===== src/flash_host_pkg.sv =====
// Constants, types and helpers shared by the four-lane flash host controller
package flash_host_pkg;

  // ****************************************************************
  // Software register offsets
  // ****************************************************************
  localparam logic [7:0] REG_CMD  = 8'h00;  // Opcode and framing, write starts
  localparam logic [7:0] REG_ADDR = 8'h04;  // 24-bit flash address
  localparam logic [7:0] REG_MODE = 8'h08;  // Mode byte or wrap bits
  localparam logic [7:0] REG_DATA = 8'h0C;  // Data byte out / last byte in
  localparam logic [7:0] REG_STAT = 8'h10;  // Engine and shadow status
  localparam logic [7:0] REG_END  = 8'h14;  // Any write in the wait state closes the frame
  localparam logic [7:0] REG_CTRL = 8'h18;  // Quad enable knowledge, param

  // ****************************************************************
  // Field positions of the command register
  // ****************************************************************
  localparam int CMD_WID_LSB  = 8;   // Lane width of addr/mode/data, 2 bits
  localparam int CMD_ADR_BIT  = 10;  // Send three address bytes
  localparam int CMD_MOD_BIT  = 11;  // Send the mode byte
  localparam int CMD_DUM_LSB  = 12;  // Dummy clocks, 4 bits
  localparam int CMD_PDUM_BIT = 16;  // Dummy clocks from read parameter
  localparam int CMD_DOUT_BIT = 17;  // Data phase driven by the host
  localparam int CMD_BITS     = 18;

  // ****************************************************************
  // Reset values, lane widths and counts
  // ****************************************************************
  localparam logic [7:0] PARAM_RST  = 8'h00;
  localparam logic [1:0] W_SINGLE   = 2'h0;
  localparam logic [1:0] W_DUAL     = 2'h1;
  localparam logic [1:0] W_QUAD     = 2'h2;
  localparam logic [8:0] PAGE_BYTES = 9'h100;
  localparam logic [7:0] SEC_LAST   = 8'h30;
  localparam int CLK_NS       = 8;
  localparam int SCK_HALF_NS  = 32;
  localparam int SCK_HALF_CYC = (SCK_HALF_NS + CLK_NS - 1) / CLK_NS;

  // ****************************************************************
  // Opcodes
  // ****************************************************************
  localparam logic [7:0] OP_WREN  = 8'h06;
  localparam logic [7:0] OP_WRDI  = 8'h04;
  localparam logic [7:0] OP_WRSR  = 8'h01;
  localparam logic [7:0] OP_PP    = 8'h02;
  localparam logic [7:0] OP_QPP   = 8'h32;
  localparam logic [7:0] OP_SE    = 8'h20;
  localparam logic [7:0] OP_BE32  = 8'h52;
  localparam logic [7:0] OP_BE64  = 8'hD8;
  localparam logic [7:0] OP_CE1   = 8'hC7;
  localparam logic [7:0] OP_CE2   = 8'h60;
  localparam logic [7:0] OP_SECER = 8'h44;
  localparam logic [7:0] OP_SECPG = 8'h42;
  localparam logic [7:0] OP_SECRD = 8'h48;
  localparam logic [7:0] OP_SETPR = 8'hC0;
  localparam logic [7:0] OP_WRAPS = 8'h77;
  localparam logic [7:0] OP_WORDR = 8'hE7;
  localparam logic [7:0] OP_OCTR  = 8'hE3;
  localparam logic [7:0] OP_QON   = 8'h38;
  localparam logic [7:0] OP_QOFF  = 8'hFF;
  localparam logic [7:0] OP_RST   = 8'h99;

  // ****************************************************************
  // Types
  // ****************************************************************
  typedef enum logic [2:0] {
    ST_IDLE  = 3'b000,
    ST_BYTE  = 3'b001,
    ST_DUMMY = 3'b010,
    ST_WAIT  = 3'b011,
    ST_CLOSE = 3'b100
  } state_t;

  typedef enum logic [1:0] {
    PH_OPC = 2'b00,
    PH_ADR = 2'b01,
    PH_MOD = 2'b10,
    PH_DAT = 2'b11
  } phase_t;

  // Clocks per byte for a lane width
  function automatic logic [3:0] lane_steps(input logic [1:0] w);
    lane_steps = (w == W_QUAD) ? 4'h2 : ((w == W_DUAL) ? 4'h4 : 4'h8);
  endfunction

  // Opcodes that need the write-enable latch and clear it on completion
  function automatic logic needs_wel(input logic [7:0] op);
    needs_wel = (op == OP_PP) || (op == OP_QPP) || (op == OP_SE) || (op == OP_BE32) ||
                (op == OP_BE64) || (op == OP_CE1) || (op == OP_CE2) || (op == OP_WRSR) ||
                (op == OP_SECER) || (op == OP_SECPG);
  endfunction

endpackage


===== src/flash_host.sv =====
// Host controller framing single, dual and four-lane flash commands
//
// Design decisions made here: the placing of the registers and the address-and-strobe port.
`timescale 1ns/1ps
// Functional notes
// - Four-lane bytes move upper nibble first
// - All fields go most significant bit first
// - Over 256 program bytes wrap the page
// - Security register chosen by address bits 15:8
// - Security register 0 is refused
// - Dual address: odd bits lane1, even lane0
// - Quad address: one nibble per clock
// - Wrap bits on lanes 2..0, clock seven
// - Quad data: two clocks per byte
// - Word read needs even address
// - Octal word read needs 16-byte alignment
// - Write-class commands need latch set first
module flash_host
  import flash_host_pkg::*;
#(
  parameter int SCK_HALF = SCK_HALF_CYC  // Clocks per half serial clock
)
(
  // Clock and reset
  input  wire logic        REF_CLK_I,
  input  wire logic        RSTN_I,
  // Software register port
  input  wire logic [7:0]  ADDR_I,
  input  wire logic [31:0] WDATA_I,
  input  wire logic        WR_I,
  input  wire logic        RD_I,
  output logic      [31:0] RDATA_O,
  // Flash pins
  output logic             FLASH_CS_N_O,
  output logic             FLASH_SCK_O,
  input  wire logic [3:0]  LANE_I,
  output logic      [3:0]  LANE_O,
  output logic      [3:0]  LANE_OE_O
);

  // ****************************************************************
  // Declarations
  // ****************************************************************
  state_t                state_q;        // Engine state
  phase_t                phase_q;        // Field being shifted
  logic [CMD_BITS-1:0]   cmd_q;          // Latched command word
  logic [23:0]           addr_q;         // Flash address
  logic [7:0]            modeb_q;        // Continuous mode bits / wrap bits
  logic [7:0]            param_q;        // Shadow of read_parameter_byte
  logic                  qe_q;           // Software says quad_enable_bit is set
  logic                  qpi_q;          // four_lane_command_mode shadow
  logic                  wel_q;          // write_enable_latch shadow
  logic                  wrap_q;         // Page pointer wrapped
  logic                  refused_q;      // Last command was refused
  logic [7:0]            rdbyte_q;       // Last byte taken from the flash
  logic [8:0]            page_cnt_q;     // Program bytes sent in this frame
  logic [1:0]            adr_idx_q;      // Address byte index
  logic [3:0]            steps_q;        // Clocks done in this byte/dummy
  logic [7:0]            div_q;          // Serial clock divider
  logic [3:0]            lane_s1_q;      // Pin synchroniser, first stage
  logic [3:0]            lane_s2_q;      // Pin synchroniser, second stage
  logic                  cs_n_q;
  logic                  sck_q;
  logic [3:0]            lane_q;
  logic [3:0]            oe_q;
  logic [31:0]           rdata_q;

  // ****************************************************************
  // Register decode and command checks
  // ****************************************************************
  wire        wr_cmd  = WR_I && (ADDR_I == REG_CMD);
  wire        wr_data = WR_I && (ADDR_I == REG_DATA);
  wire        wr_end  = WR_I && (ADDR_I == REG_END);
  wire [7:0]  new_op  = WDATA_I[7:0];
  wire [7:0]  op      = cmd_q[7:0];
  wire        cmd_adr = cmd_q[CMD_ADR_BIT];
  wire        cmd_mod = cmd_q[CMD_MOD_BIT];
  wire        cmd_out = cmd_q[CMD_DOUT_BIT];
  wire [1:0]  cmd_wid = cmd_q[CMD_WID_LSB +: 2];

  // Security register must be 10h, 20h or 30h with top byte zero
  wire        sec_op  = (new_op == OP_SECER) || (new_op == OP_SECPG) || (new_op == OP_SECRD);
  wire        sec_bad = (addr_q[23:16] != 8'h00) || (addr_q[11:8] != 4'h0) ||
                        (addr_q[15:8] > SEC_LAST) || (addr_q[15:8] == 8'h00);
  wire        refuse  = (needs_wel(new_op) && !wel_q) ||
                        ((new_op == OP_WORDR) && addr_q[0]) ||
                        ((new_op == OP_OCTR) && (addr_q[3:0] != 4'h0)) ||
                        (sec_op && sec_bad) ||
                        ((new_op == OP_QON) && (!qe_q || qpi_q));
  wire        accept  = wr_cmd && (state_q == ST_IDLE) && !refuse;

  // ****************************************************************
  // Timing of one serial clock
  // ****************************************************************
  wire [7:0]  last_div = 8'((2 * SCK_HALF) - 1);
  wire        step_end = ((state_q == ST_BYTE) || (state_q == ST_DUMMY)) && (div_q == last_div);
  // Opcode goes on one lane unless the flash already frames on four
  wire [1:0]  cur_w    = qpi_q ? W_QUAD : ((phase_q == PH_OPC) ? W_SINGLE : cmd_wid);
  wire        byte_end = (state_q == ST_BYTE) && step_end &&
                         (steps_q == (lane_steps(cur_w) - 4'h1));
  // Dummy count from the parameter shadow or from the command word
  wire [3:0]  dummy_n  = cmd_q[CMD_PDUM_BIT] ? param_q[7:4] : cmd_q[CMD_DUM_LSB +: 4];
  wire        dum_end  = (state_q == ST_DUMMY) && step_end && (steps_q == (dummy_n - 4'h1));

  // ****************************************************************
  // Field sequencing after each byte
  // ****************************************************************
  // Order: opcode, three address bytes, mode byte, dummy clocks, data
  wire        more_adr = ((phase_q == PH_OPC) && cmd_adr) ||
                         ((phase_q == PH_ADR) && (adr_idx_q != 2'd2));
  wire        more_mod = !more_adr && cmd_mod && ((phase_q == PH_OPC) || (phase_q == PH_ADR));
  wire        more_dum = !more_adr && !more_mod && (dummy_n != 4'h0) &&
                         (phase_q != PH_DAT) && (phase_q != PH_MOD || 1'b1);
  wire [1:0]  nxt_idx  = (phase_q == PH_OPC) ? 2'd0 : 2'(adr_idx_q + 2'd1);
  wire [7:0]  adr_byte = (nxt_idx == 2'd0) ? addr_q[23:16] :
                         (nxt_idx == 2'd1) ? addr_q[15:8] : addr_q[7:0];
  // Wrap setting only keeps bits 6..4, the rest of that input is zero
  wire [7:0]  mod_byte = (op == OP_WRAPS) ? {1'b0, modeb_q[6:4], 4'h0} : modeb_q;
  wire        prog_op  = (op == OP_PP) || (op == OP_QPP) || (op == OP_SECPG);

  // Shifter load: opcode on accept, header bytes in sequence, data on demand
  wire        ld_hdr   = byte_end && (more_adr || more_mod);
  wire        ld_dat   = wr_data && (state_q == ST_WAIT);
  wire        sh_load  = accept || ld_hdr || ld_dat;
  wire [7:0]  sh_byte  = accept ? new_op :
                         ld_hdr ? (more_adr ? adr_byte : mod_byte) :
                         (cmd_out ? WDATA_I[7:0] : 8'h00);
  wire [3:0]  sh_lanes;
  wire [7:0]  sh_word;

  lane_shifter u_shift (
    .clk_i   (REF_CLK_I),
    .rstn_i  (RSTN_I),
    .load_i  (sh_load),
    .byte_i  (sh_byte),
    .shift_i (step_end && (state_q == ST_BYTE)),
    .width_i (cur_w),
    .lanes_i (lane_s2_q),
    .lanes_o (sh_lanes),
    .byte_o  (sh_word)
  );

  // Captured byte completes with the last shift, so rebuild it here from
  // the register and the lanes sampled at that same edge
  wire [7:0]  rx_byte  = (cur_w == W_QUAD) ? {sh_word[3:0], lane_s2_q} :
                         (cur_w == W_DUAL) ? {sh_word[5:0], lane_s2_q[1:0]} :
                                             {sh_word[6:0], lane_s2_q[1]};

  // ****************************************************************
  // Pin drive
  // ****************************************************************
  // Host drives lanes only while it owns the field; lanes 2/3 idle high
  // in narrow modes so hold and write-protect stay inactive
  wire        drive    = (state_q == ST_BYTE) && ((phase_q != PH_DAT) || cmd_out);
  wire        narrow   = (cur_w != W_QUAD);
  wire [3:0]  oe_d     = drive ? (narrow ? ((cur_w == W_DUAL) ? 4'hF : 4'hD) : 4'hF) :
                         (narrow ? 4'hC : 4'h0);
  wire [3:0]  lane_d   = narrow ? (4'hC | sh_lanes) : sh_lanes;

  // ****************************************************************
  // Synchroniser for the lane inputs
  // ****************************************************************
  always_ff @(posedge REF_CLK_I or negedge RSTN_I)
  begin
    if (!RSTN_I)
    begin
      lane_s1_q <= 4'h0;
      lane_s2_q <= 4'h0;
    end
    else
    begin
      lane_s1_q <= LANE_I;
      lane_s2_q <= lane_s1_q;
    end
  end

  // ****************************************************************
  // Engine state, divider and counters
  // ****************************************************************
  always_ff @(posedge REF_CLK_I or negedge RSTN_I)
  begin
    if (!RSTN_I)
    begin
      state_q   <= ST_IDLE;
      phase_q   <= PH_OPC;
      adr_idx_q <= 2'd0;
      steps_q   <= 4'h0;
      div_q     <= 8'h00;
    end
    else
    begin
      // Divider runs only while clocks are being issued
      div_q <= (step_end || !((state_q == ST_BYTE) || (state_q == ST_DUMMY))) ?
               8'h00 : 8'(div_q + 8'h01);
      if (step_end)
        steps_q <= (byte_end || dum_end) ? 4'h0 : 4'(steps_q + 4'h1);
      unique case (state_q)
        ST_IDLE:
          if (accept)
          begin
            state_q <= ST_BYTE;
            phase_q <= PH_OPC;
          end
        ST_BYTE:
          if (byte_end)
          begin
            // Commands such as 75h, 7Ah, 50h, 06h end right after opcode
            if (more_adr)
            begin
              phase_q   <= PH_ADR;
              adr_idx_q <= nxt_idx;
            end
            else if (more_mod)
              phase_q <= PH_MOD;
            else if (more_dum)
              state_q <= ST_DUMMY;
            else
              state_q <= ST_WAIT;
          end
        ST_DUMMY:
          if (dum_end)
            state_q <= ST_WAIT;
        ST_WAIT:
          // Reads of status or ID just keep clocking; the flash repeats
          if (ld_dat)
          begin
            state_q <= ST_BYTE;
            phase_q <= PH_DAT;
          end
          else if (wr_end)
            state_q <= ST_CLOSE;
        ST_CLOSE:
          state_q <= ST_IDLE;
        default:
          state_q <= ST_IDLE;
      endcase
    end
  end

  // ****************************************************************
  // Software registers
  // ****************************************************************
  always_ff @(posedge REF_CLK_I or negedge RSTN_I)
  begin
    if (!RSTN_I)
    begin
      cmd_q   <= '0;
      addr_q  <= 24'h000000;
      modeb_q <= 8'h00;
      qe_q    <= 1'b0;
    end
    else
    begin
      if (accept)
        cmd_q <= WDATA_I[CMD_BITS-1:0];
      if (WR_I && (ADDR_I == REG_ADDR) && (state_q == ST_IDLE))
        addr_q <= WDATA_I[23:0];
      if (WR_I && (ADDR_I == REG_MODE) && (state_q == ST_IDLE))
        modeb_q <= WDATA_I[7:0];
      if (WR_I && (ADDR_I == REG_CTRL))
        qe_q <= WDATA_I[0];
    end
  end

  // ****************************************************************
  // Shadows of the flash state kept by the host
  // ****************************************************************
  wire        opc_done = byte_end && (phase_q == PH_OPC);
  wire        dat_done = byte_end && (phase_q == PH_DAT);

  always_ff @(posedge REF_CLK_I or negedge RSTN_I)
  begin
    if (!RSTN_I)
    begin
      qpi_q      <= 1'b0;
      wel_q      <= 1'b0;
      param_q    <= PARAM_RST;
      wrap_q     <= 1'b0;
      refused_q  <= 1'b0;
      page_cnt_q <= 9'h000;
    end
    else
    begin
      if (wr_cmd && (state_q == ST_IDLE))
        refused_q <= refuse;
      if (accept)
      begin
        wrap_q     <= 1'b0;
        page_cnt_q <= 9'h000;
      end
      if (opc_done && (op == OP_QON) && !qpi_q)
        qpi_q <= 1'b1;
      if (opc_done && (op == OP_QOFF) && qpi_q)
        qpi_q <= 1'b0;
      if (opc_done && (op == OP_WREN))
        wel_q <= 1'b1;
      if (opc_done && (op == OP_WRDI))
        wel_q <= 1'b0;
      if ((state_q == ST_CLOSE) && (needs_wel(op) || (op == OP_RST)))
        wel_q <= 1'b0;
      // Shadow takes the parameter byte as software hands it over
      if (ld_dat && cmd_out && (op == OP_SETPR))
        param_q <= WDATA_I[7:0];
      if (dat_done && cmd_out && prog_op)
      begin
        page_cnt_q <= (page_cnt_q == PAGE_BYTES) ? PAGE_BYTES : 9'(page_cnt_q + 9'h001);
        if (page_cnt_q == PAGE_BYTES)
          wrap_q <= 1'b1;
      end
    end
  end

  // ****************************************************************
  // Received byte and read port
  // ****************************************************************
  always_ff @(posedge REF_CLK_I or negedge RSTN_I)
  begin
    if (!RSTN_I)
    begin
      rdbyte_q <= 8'h00;
      rdata_q  <= 32'h00000000;
    end
    else
    begin
      if (dat_done && !cmd_out)
        rdbyte_q <= rx_byte;
      if (RD_I)
        unique case (ADDR_I)
          REG_CMD:  rdata_q <= {14'h0000, cmd_q};
          REG_ADDR: rdata_q <= {8'h00, addr_q};
          REG_MODE: rdata_q <= {24'h000000, modeb_q};
          REG_DATA: rdata_q <= {24'h000000, rdbyte_q};
          REG_STAT: rdata_q <= {23'h000000, page_cnt_q == PAGE_BYTES, 2'b00, wrap_q,
                                refused_q, wel_q, qpi_q, state_q != ST_IDLE,
                                (state_q != ST_IDLE) && (state_q != ST_WAIT)};
          REG_CTRL: rdata_q <= {16'h0000, param_q, 7'h00, qe_q};
          default:  rdata_q <= 32'h00000000;
        endcase
      else
        rdata_q <= 32'h00000000;
    end
  end

  // ****************************************************************
  // Registered pin outputs
  // ****************************************************************
  // Lanes change while the serial clock is low; flash samples on its rise
  always_ff @(posedge REF_CLK_I or negedge RSTN_I)
  begin
    if (!RSTN_I)
    begin
      cs_n_q <= 1'b1;
      sck_q  <= 1'b0;
      lane_q <= 4'hC;
      oe_q   <= 4'hC;
    end
    else
    begin
      cs_n_q <= accept ? 1'b0 : ((state_q == ST_CLOSE) ? 1'b1 : cs_n_q);
      sck_q  <= ((state_q == ST_BYTE) || (state_q == ST_DUMMY)) &&
                (div_q >= 8'(SCK_HALF)) && !step_end;
      lane_q <= lane_d;
      oe_q   <= oe_d;
    end
  end

  assign FLASH_CS_N_O = cs_n_q;
  assign FLASH_SCK_O  = sck_q;
  assign LANE_O       = lane_q;
  assign LANE_OE_O    = oe_q;
  assign RDATA_O      = rdata_q;

endmodule


===== src/lane_shifter.sv =====
// Byte shift register that spreads a byte over one, two or four lanes
`timescale 1ns/1ps
module lane_shifter
  import flash_host_pkg::*;
(
  // Clock and reset
  input  wire logic       clk_i,
  input  wire logic       rstn_i,
  // Control
  input  wire logic       load_i,
  input  wire logic [7:0] byte_i,
  input  wire logic       shift_i,
  input  wire logic [1:0] width_i,
  // Lanes
  input  wire logic [3:0] lanes_i,
  output logic      [3:0] lanes_o,
  output logic      [7:0] byte_o
);

  logic [7:0] sr_q;  // Upper bits leave first, input enters at the bottom
  logic [7:0] sr_d;

  // ****************************************************************
  // Shift step: most significant bits leave first
  // ****************************************************************
  // Single lane takes input on lane1, dual on lane1/lane0 odd/even
  assign sr_d = (width_i == W_QUAD) ? {sr_q[3:0], lanes_i} :
                (width_i == W_DUAL) ? {sr_q[5:0], lanes_i[1:0]} :
                                      {sr_q[6:0], lanes_i[1]};

  // Quad puts bit 7 on lane3, dual odd bit on lane1, single on lane0
  assign lanes_o = (width_i == W_QUAD) ? sr_q[7:4] :
                   (width_i == W_DUAL) ? {2'b00, sr_q[7:6]} :
                                         {3'b000, sr_q[7]};
  assign byte_o  = sr_q;

  // Load wins over shift so a new byte is never half shifted
  always_ff @(posedge clk_i or negedge rstn_i)
  begin
    if (!rstn_i)
      sr_q <= 8'h00;
    else if (load_i)
      sr_q <= byte_i;
    else if (shift_i)
      sr_q <= sr_d;
  end

endmodule


===== config.mk =====
export PLATFORM = sky130hd
export DESIGN_NAME = flash_host
export DESIGN_NICKNAME = d
export VERILOG_FILES = /design/src/flash_host_pkg.sv /design/src/flash_host.sv /design/src/lane_shifter.sv
export SDC_FILE = /design/constraint.sdc
export NUM_CORES = 1
export LEC_CHECK = 0
export BUFFER_PORTS_ARGS = -buffer_cell sky130_fd_sc_hd__buf_4
export CAP_MARGIN = 5
export CORE_MARGIN = 4
export CORE_UTILIZATION = 55
export CTS_BUF_LIST = sky130_fd_sc_hd__clkbuf_2 sky130_fd_sc_hd__clkbuf_4 sky130_fd_sc_hd__clkbuf_8
export CTS_CLUSTER_DIAMETER = 200
export DETAILED_ROUTE_END_ITERATION = 8
export PLACE_DENSITY = 0.88
export SYNTH_ARGS = -nofsm -noshare
export SYNTH_HDL_FRONTEND = slang
export SYNTH_SLANG_ARGS = --single-unit

===== constraint.sdc =====
create_clock -name REF_CLK_I -period 9.81 [get_ports REF_CLK_I]
set_input_delay 0.4905 -clock REF_CLK_I [delete_from_list [all_inputs] [get_ports REF_CLK_I]]
set_output_delay 0.4905 -clock REF_CLK_I [all_outputs]
set_load 0.02 [all_outputs]

Word level (Yosys, flattened, before mapping)
Cells that the tools add are included.

word-level totals
  output and inout bits = 42
  input port bits = 48
  word-level logic and storage cells = 264
  flip-flop bits (word level) = 157

cells by class
  add/sub/neg operators = 6
  reduce and logical (&&, ||, !) cells = 114
  magnitude comparators = 2
  multiplexer cells = 56
  eq/ne operators = 62

operator list
  cell                   number
  $pmux W24 S6           1
  $mux W8                12
  $eq A8 B7 Y1 const B   10
  $eq A8 B8 Y1 const B   9
  $eq A8 B6 Y1 const B   6
  $logic_and A1 B1 Y1    47
  $logic_or A1 B1 Y1     39
  $eq A8 B3 Y1 const B   4
  $mux W32               1
  $mux W4                8
  $mux W9                3
  $eq A8 B5 Y1 const B   3
  $mux W2                11
  $mux W3                7
  $ne A2 B2 Y1 const B   9
  $eq A8 B1 Y1 const B   2
  $eq A8 B2 Y1 const B   2
  $eq A8 B4 Y1 const B   2
  $logic_not A8 Y1       2
  $pmux W3 S4            1
  $reduce_bool A4 Y1     3
  $mux W1                11
  $add A9 B1 Y9 const B  1
  $eq A9 B9 Y1 const B   1
  other kinds (24)       45

Depth between registers and ports, before layout
Gate-level depths: netlist of run 1.

  depth in word-level cells = 20
  mapped depth = 13
  depth with buffers taken out = 11

Cells and area by module
Synthesis of run 1 repeated with hierarchy kept, for this count alone.

unflattened totals
  cell total of the unflattened synthesis = 761
  area total of the unflattened synthesis = 7958.9 um^2

modules (own cells, without submodules)
  module        instances  area an instance (um^2)  cells an instance
  flash_host    1          7260.7                   691
  lane_shifter  1          698.2                    70

Worst setup path after synthesis of run 1
OpenSTA, ideal clock, no wires.

  path kind = flip-flop to flip-flop
  from = reg phase_q[1]
  to = reg rdbyte_q[2]
  clock period less this slack = 3.083 ns
  stages on the path, launching flop included = 12
  slack = 6.727 ns
  required time = 9.685 ns
  data arrival time = 2.958 ns
  buffers on the path = 1
  path through = dfrtp_1 -> clkbuf_1 -> inv_1 -> nand2_1 -> a21o_1 -> inv_1 -> ha_1 -> xor2_1 -> nor4b_2 -> nand2_1 -> nor3_2 -> mux2_2

on the way
  cells in the longest elaborated chain, start to end = 11

ends and longest elaborated chain
  element                 RTL line                                 RTL
  start, declared         flash_host.sv:45                         phase_t phase_q;
  start signal, assigned  flash_host.sv:185                        phase_q <= PH_OPC;
  start signal, assigned  flash_host.sv:202                        phase_q <= PH_OPC;
  start signal, assigned  flash_host.sv:210                        phase_q <= PH_ADR;
  $logic_not A2 Y1        flash_host.sv:98                         wire [1:0] cur_w = qpi_q ? W_QUAD : ((phase_q == PH_OPC) ? W_SINGLE : cmd_wid);
  $mux W2 (2 in series)   flash_host.sv:98
  $eq A2 B1 Y1            flash_host_pkg.sv:83, flash_host.sv:146
  $mux W4 (2 in series)   flash_host_pkg.sv:83                     lane_steps = (w == W_QUAD) ? 4'h2 : ((w == W_DUAL) ? 4'h4 : 4'h8);
  $sub A4 B1 Y4           flash_host.sv:100                        (steps_q == (lane_steps(cur_w) - 4'h1));
  $eq A4 B4 Y1            flash_host.sv:100
  $logic_and A1 B1 Y1     flash_host.sv:99                         wire byte_end = (state_q == ST_BYTE) && step_end &&
  $logic_and A1 B1 Y1     flash_host.sv:269                        wire dat_done = byte_end && (phase_q == PH_DAT);
  $logic_and A1 B1 Y1     flash_host.sv:325                        if (dat_done && !cmd_out)
  end signal, assigned    flash_host.sv:326                        rdbyte_q <= rx_byte;
  end, declared           flash_host.sv:55                         logic [7:0] rdbyte_q;

Parallel ways exist; a longest one is shown, timed or not.
A chain may end at the register's enable or synchronous reset.

Final worst setup path of run 1
  from = reg phase_q[0]
  to = reg rdbyte_q[7]

Same word-level chain as after synthesis.

==> results.yml, run 1 <==
sta:
  worstMarginPinSlew_ns: 1.347
  fin_worst_hold_slack_ns: -0.01171
  max_freq_mhz: 230.1
  finClkSkew_ns: 0.01543
  slew_headroom_pct: 9.843
  slew_viol_final: 0
  postLayoutSetupSlackWorst_ns: 5.464
  rsz_0062_raised_after_global_routing: "no"
  hold_viol: 9
  timing.setup.tns_ns: 0
  setup_viol_count_final: 0
  layout_min_cycle_time_ns: 4.346
  post-route-period-util_pct: 44.30
yosys:
  synth_flop_cell: "sky130_fd_sc_hd__dfrtp_1"
  synth_warn: 0
  synth_top_cell_by_area: "sky130_fd_sc_hd__dfrtp_1"
  sequential_to_total_area_share_from_yosys_stat_pct: 48.09
  post_synth_inst_count: 768
  synthArstFlopShare_pct: 100.0
  most_frequent_cells_after_synthesis: "144 x sky130_fd_sc_hd__dfrtp_1, 77 x sky130_fd_sc_hd__nand2_1, 61 x sky130_fd_sc_hd__o21ai_0, 51 x sky130_fd_sc_hd__nor2_1, 48 x sky130_fd_sc_hd__mux2_2"
  synth.avg_cell_area_um2: 10.04
  synth_enable_flop_cells: 0
  synth-seq-cells: 148
  yosysMostFrequentCell: "sky130_fd_sc_hd__dfrtp_1"
  netlist_area_um2: 7712
  post-synth-top-area-fraction_pct: 46.72
  synth.lib_cells_used.distinct: 70
  post_synth_main_area_contributors: "sky130_fd_sc_hd__dfrtp_1 47%, sky130_fd_sc_hd__mux2_2 7.0%, sky130_fd_sc_hd__o21ai_0 4.0%"
placement:
  place_worst_setup_slack_ns: 5.585
  buffer_ports.inserted: 73
  routabilityCongestion: 0.9515
  placedCellCount: 977
  hpwl_dp_um: 13880
pwr:
  ir_worst_vdd_mv: 0.1218
  cellPowerDensity_nw_per_um2: 157.1
  p_seq_share_pct: 49.4
  comb_power_share_pct: 12.9
  share_of_total_power_in_the_clock_network_pct: 37.7
  p_sw_uw: 387.6
  switching_part_of_the_total_power_pct: 28.21
  cell_internal_pwr_uw: 986.6
  power.leakage_nw: 3.903
setup_path:
  cp.arrival_ns: 4.69
  crit_path_category: "reg -> reg"
  cp.required_ns: 10.16
  endpoint_kind: "flop"
  startpoint_of_the_worst_register_to_register_path: "phase_q[0]"
  worstPathMaxFanout: 21
  reg2reg_depth: 9
  critical-path-max-stage-delay_ns: 0.72
  timing.critical_path.cells: "nor2_1, nor3b_1, inv_1, ha_1, xnor2_1, nor4b_2, nand2_1, nor3_2, mux2_2"
  r2r_end: "rdbyte_q[7]"
  slowest_library_cell_on_the_worst_path: "sky130_fd_sc_hd__nor3_2"
  timing.reg2reg.setup_slack_ns: 5.46
  critical_path.startpoint_type: "flop"
clock_tree:
  cts.hold.buffers_added: 0
  cts-buffers-inserted: 17
  cts.root.buffer_cell: "sky130_fd_sc_hd__clkbuf_8"
  cts_max_path_buffers: 2
  cts.repair.resized: 0
  clock_tree_from_tritoncts: "done"
  worst_setup_hold_path_clk_slew_ns: 0.09
  cts_post_setup_buffers_inserted: 0
  htree_num_levels: 4
  clock_insertion_delay_worst_skew_ns: 0.47
  cts_sink_cnt: 148
status:
  run_status: "finished, violations left"
  failed_checks: "negative hold slack"
die:
  core-area_um2: 13830
  initial_core_util_pct: 55.78
  rows: 43
  floorplan.io_pins: 90
  floorplan.die.height_um: 126.4
  dieArea_um2: 15980
  die_w_um: 126.4
worst_hold_path:
  timing.hold.worst.class: "in -> async"
routing:
  detailed_route_wl_um: 20180
  via_count: 6377
  detail_route.vias_per_cell: 6.333
  antenna_left: 0
  detailedRoute.firstPassIterationCount: 9
  drt_first_iter_violations: 925
  drt_drc_violations_left: 0
  avgRoutedWirePerCell_um: 20.04
finish:
  area_taken_by_multi_input_logic_gates_um2: 3685
  num_antenna_cells: 0
  post_route_non_filler_standard_cell_count: 1007
  area.growth.synth_to_final_pct: 13.38
  count_of_nets_after_finishing: 874
  layout-drive-gt1-share_pct: 22.49
  fillCellCount: 1070
  ff_latch_area_um2: 3709
global_routing:
  overflow: 0
  number_of_antenna_violations_at_the_first_check_in_global_routing: 0
  global_route_wire_length_before_repair_um: 32220
  grt_start_max_net_pins: 83
  grt_pass1_vias: 6035
  grt_use_total_pct: 25.73
run:
  cap_violations: 0
## registers in the layout, indices dropped and copies added (netlist names), 8 cells and up
signal / cells
page_cnt_q: 9
param_q: 8
cmd_q: 18
RDATA_O: 24
div_q: 8
u_shift.byte_o: 8
modeb_q: 8
addr_q: 24
rdbyte_q: 8
## final cells by class
class / instances / share of cell area (%)
well taps: 180 / 2.575
clock inverters: 12 / 2.060
repair buffers: 78 / 6.739
multi-input cells: 542 / 42.14
clock buffers: 18 / 2.833
flip-flops and latches: 148 / 42.41
inverters: 29 / 1.245
## per-layer routing
layer | track usage (%) | routed length (um)
met5 | 0 | 0
met4 | 9.590 | 541
met3 | 7.874 | 2451
met2 | 37.39 | 9019
met1 | 36.53 | 8169
## power by group through the flow
stage / sequential, mW / clock, mW / combinational (mW)
after global routing: 0.683 / 0.549 / 0.200
after detailed placement: 0.689 / 0 / 0.175
after floorplan: 0.667 / 0 / 0.130
after global placement: 0.688 / 0 / 0.171
final: 0.679 / 0.518 / 0.177
after CTS: 0.677 / 0.522 / 0.176
## critical path: cells and delay by family, from the launching register on
| family | cells | cell delay (ns) |
|---|---|---|
| buffers and inverters | 1 | 0.09 |
| adder cells (fa/ha/maj) | 1 | 0.69 |
| AND/OR/NAND/NOR | 5 | 2.23 |
| flip-flops | 1 | 0.60 |
| multiplexers | 1 | 0.42 |
| XOR/XNOR | 1 | 0.18 |
## placed cells by master (no fill, tap or decap), drive strengths merged, types with 3 or more instances in the layout
cell type / Yosys / final
a21o: 6 / 6
a21oi: 31 / 31
a222oi: 13 / 13
a22oi: 11 / 11
a31oi: 11 / 11
and3: 14 / 14
and4: 4 / 4
buf: 18 / 78
bufinv: 0 / 4
clkbuf: 38 / 18
clkinv: 0 / 4
conb: 1 / 8
dfrtp: 144 / 144
dfstp: 4 / 4
ha: 10 / 10
inv: 29 / 31
mux2: 48 / 48
mux2i: 19 / 19
nand2: 77 / 77
nand2b: 11 / 11
nand3: 20 / 20
nand4: 5 / 5
nor2: 51 / 51
nor2b: 7 / 7
nor3: 13 / 13
nor3b: 11 / 11
nor4: 10 / 10
nor4b: 5 / 5
o2111ai: 7 / 7
o211ai: 7 / 7
o21ai: 61 / 61
o21ba: 5 / 5
or2: 3 / 3
or3: 11 / 11
or3b: 3 / 3
or4: 3 / 3
xnor2: 9 / 9
xor2: 12 / 12
## per-stage QoR
step	hold WS [ns]	util [%]	total power, mW	cell area (um^2)
final	-0.01171	63.24	1.374	8745
after global placement	0.3339	60.15	0.8591	8317
after CTS	0.004610	63.24	1.375	8745
after floorplan	0.1949	-	0.7971	7739
after global routing	0.03315	63.24	1.432	8745
after detailed placement	0.3347	60.15	0.8637	8317
## cells by family after synthesis
group	after synthesis	share of synthesized area, %
AO/OA/AOI/OAI	178	15.25
other	1	0.04862
buffers and inverters	85	4.786
multiplexers	69	10.06
flip-flops	148	48.09
XOR/XNOR	21	2.385
adder cells (fa/ha/maj)	10	1.622
AND/OR/NAND/NOR	256	17.76
## worst max-delay path by stage
stage,startpoint,end,slack (ns),cells after the start
after floorplan,phase_q[1],rdbyte_q[2],6.73,11
after global placement,phase_q[0],rdbyte_q[3],5.67,9
after detailed placement,phase_q[0],rdbyte_q[7],5.59,9
after CTS,phase_q[0],rdbyte_q[7],5.54,9
after global routing,phase_q[0],rdbyte_q[6],5.20,9
final,phase_q[0],rdbyte_q[7],5.46,9
No activity file was read; power rests on OpenSTA's default activity.
==> run 2, diff against run 1 <==
- clock period: 9.81 -> 4.45 ns (I/O delays scaled with it)
==> run 2 against run 1 <==
  * The run now ends clean
  * Final cell count up 2.7%
  * Critical path type unchanged
  * Sequential power up 120%
  * Count of clock-buffer cells in the layout up 1
  * Critical path depth unchanged
  * Flip-flop and latch count unchanged
  * Maximum frequency up 16%
==> results.yml, run 2 (synthesized netlist as in run 1, its figures left out) <==
pwr:
  cellPowerDensity_nw_per_um2: 337.6
  power.leakage_nw: 4.004
  ir_worst_vdd_mv: 0.2201
clock_tree:
  cts_max_path_buffers: 2
  clock_tree_from_tritoncts: "done"
  cts.root.buffer_cell: "sky130_fd_sc_hd__clkbuf_8"
  htree_num_levels: 4
  cts_sink_cnt: 148
  cts-buffers-inserted: 17
  worst_setup_hold_path_clk_slew_ns: 0.09
  cts.repair.resized: 0
  clock_insertion_delay_worst_skew_ns: 0.47
routing:
  detailedRoute.firstPassIterationCount: 8
  antenna_left: 0
  avgRoutedWirePerCell_um: 19.77
  drt_first_iter_violations: 833
  detailed_route_wl_um: 20450
  via_count: 6458
  detail_route.vias_per_cell: 6.246
  drt_drc_violations_left: 0
finish:
  layout-drive-gt1-share_pct: 22.48
  final_design_area_no_fill_um2: 8991
  commonest_cells_after_routing_fill_and_taps_aside: "144 x sky130_fd_sc_hd__dfrtp_1, 81 x sky130_fd_sc_hd__buf_4, 77 x sky130_fd_sc_hd__nand2_1"
  mostFrequentLayoutCell: "sky130_fd_sc_hd__dfrtp_1"
  count_of_nets_after_finishing: 899
  num_antenna_cells: 0
  area.growth.synth_to_final_pct: 16.58
  ff_latch_area_um2: 3709
  area_taken_by_multi_input_logic_gates_um2: 3685
  fillCellCount: 1061
die:
  dieArea_um2: 15980
  core-area_um2: 13830
  die_w_um: 126.4
  initial_core_util_pct: 55.78
  floorplan.io_pins: 90
  rows: 43
  floorplan.die.height_um: 126.4
setup_path:
  r2r_end: "u_shift.byte_o[5]"
  startpoint_of_the_worst_register_to_register_path: "phase_q[0]"
  timing.reg2reg.setup_slack_ns: 0.72
  critical-path-max-stage-delay_ns: 0.70
  reg2reg_depth: 9
  worstSetupEndpoint: "u_shift.byte_o[5]"
  cp.arrival_ns: 4.05
  worstPathMaxFanout: 19
  crit_path_category: "reg -> reg"
  critPathBufInv: 0
  path_depth: 9
  endpoint_kind: "flop"
  critical_path.startpoint_type: "flop"
  timing.critical_path.cells: "nor2_1, nor3b_1, ha_1, xor2_1, nor4b_2, nand3_1, o21a_1, a31oi_1, o21ai_0"
  slowest_library_cell_on_the_worst_path: "sky130_fd_sc_hd__dfrtp_1"
  critical_path.top_delay_family: "simple AND/OR/NAND/NOR gates"
  startpoint: "phase_q[0]"
  cp.required_ns: 4.77
global_routing:
  grt_use_total_pct: 26.36
  grt_pass1_vias: 6337
  overflow: 0
  global_route_wire_length_before_repair_um: 33330
  number_of_antenna_violations_at_the_first_check_in_global_routing: 0
  grt_start_max_net_pins: 115
sta:
  rsz_0062_raised_after_global_routing: "no"
  hold_viol: 0
  max_freq_mhz: 268.0
  finClkSkew_ns: 0.01418
  slew_headroom_pct: 12.94
  setup_viol_count_final: 0
  slew_viol_final: 0
  layout_min_cycle_time_ns: 3.731
  timing.setup.tns_ns: 0
  worstMarginPinSlew_ns: 1.301
  post-route-period-util_pct: 83.85
placement:
  hpwl_dp_um: 13950
  dpl-instance-area_um2: 8347
  routabilityCongestion: 0.9592
  buffer_ports.inserted: 73
status:
  run_status: "complete, no violations"
run:
  cap_violations: 0
worst_hold_path:
  timing.hold.worst.class: "in -> reg"
[run 2: cell types whose count changed in the layout (fill, tap and decap cells not counted)]
cell,before,now
sky130_fd_sc_hd__clkbuf_8,18,19
sky130_fd_sc_hd__dlygate4sd3_1,0,21
sky130_fd_sc_hd__bufinv_16,4,3
sky130_fd_sc_hd__inv_6,2,3
sky130_fd_sc_hd__clkinv_4,2,3
sky130_fd_sc_hd__clkinv_2,2,0
sky130_fd_sc_hd__clkinvlp_4,2,4
sky130_fd_sc_hd__buf_4,77,81
[run 2: power breakdown]
part | internal (mW) | switching [mW] | total [mW]
registers | 1.40 | 0.0976 | 1.50
clock network | 0.591 | 0.535 | 1.13
logic | 0.163 | 0.246 | 0.408
total | 2.16 | 0.879 | 3.04
[run 2: per-stage QoR]
step / std cells / hold slack, ns / worst slack [ns] / utilization [%] / total power [mW]
after floorplan: 775 / -0.07309 / 1.367 / - / 1.757
after global placement: 981 / 0.3319 / 0.8885 / 60.37 / 1.895
after detailed placement: 981 / 0.3331 / 0.8788 / 60.37 / 1.909
after CTS: 1034 / 0.03838 / 0.8636 / 65.03 / 3.040
after global routing: 1034 / 0.05601 / 0.4475 / 65.03 / 3.154
final: 1034 / 0.05818 / 0.7186 / 65.03 / 3.035
[run 2: cell type report]
class	count	share of cell area (%)
Sequential cell	148	41.25
Multi-Input combinational cell	542	40.98
Timing Repair Buffer	103	9.226
Clock buffer	19	2.908
Tap cell	180	2.505
Clock inverter	13	1.920
Inverter	29	1.211
[run 2: what timing repair did]
item / in CTS / in global routing
hold endpoints to repair: 141 / 0
hold buffers: 21 / 0
setup buffers: 0 / 0
[run 2: how the worst min path moves through the flow]
stage / from / end / cells past startpoint
4_1_cts: WDATA_I[0] / qe_q / 2
2_1_floorplan: RSTN_I / FLASH_SCK_O / 0
5_1_grt: WDATA_I[0] / param_q[0] / 2
3_3_place_gp: LANE_I[2] / lane_s1_q[2] / 1
6_report: WDATA_I[0] / qe_q / 2
3_5_place_dp: LANE_I[0] / lane_s1_q[0] / 1
[run 2: layer usage]
metal  track usage [%]  share of wire (%)
met1             36.41                 40
met2             40.19                 45
met3             7.537                 12
met4             9.085                2.6
met5                 0                  0
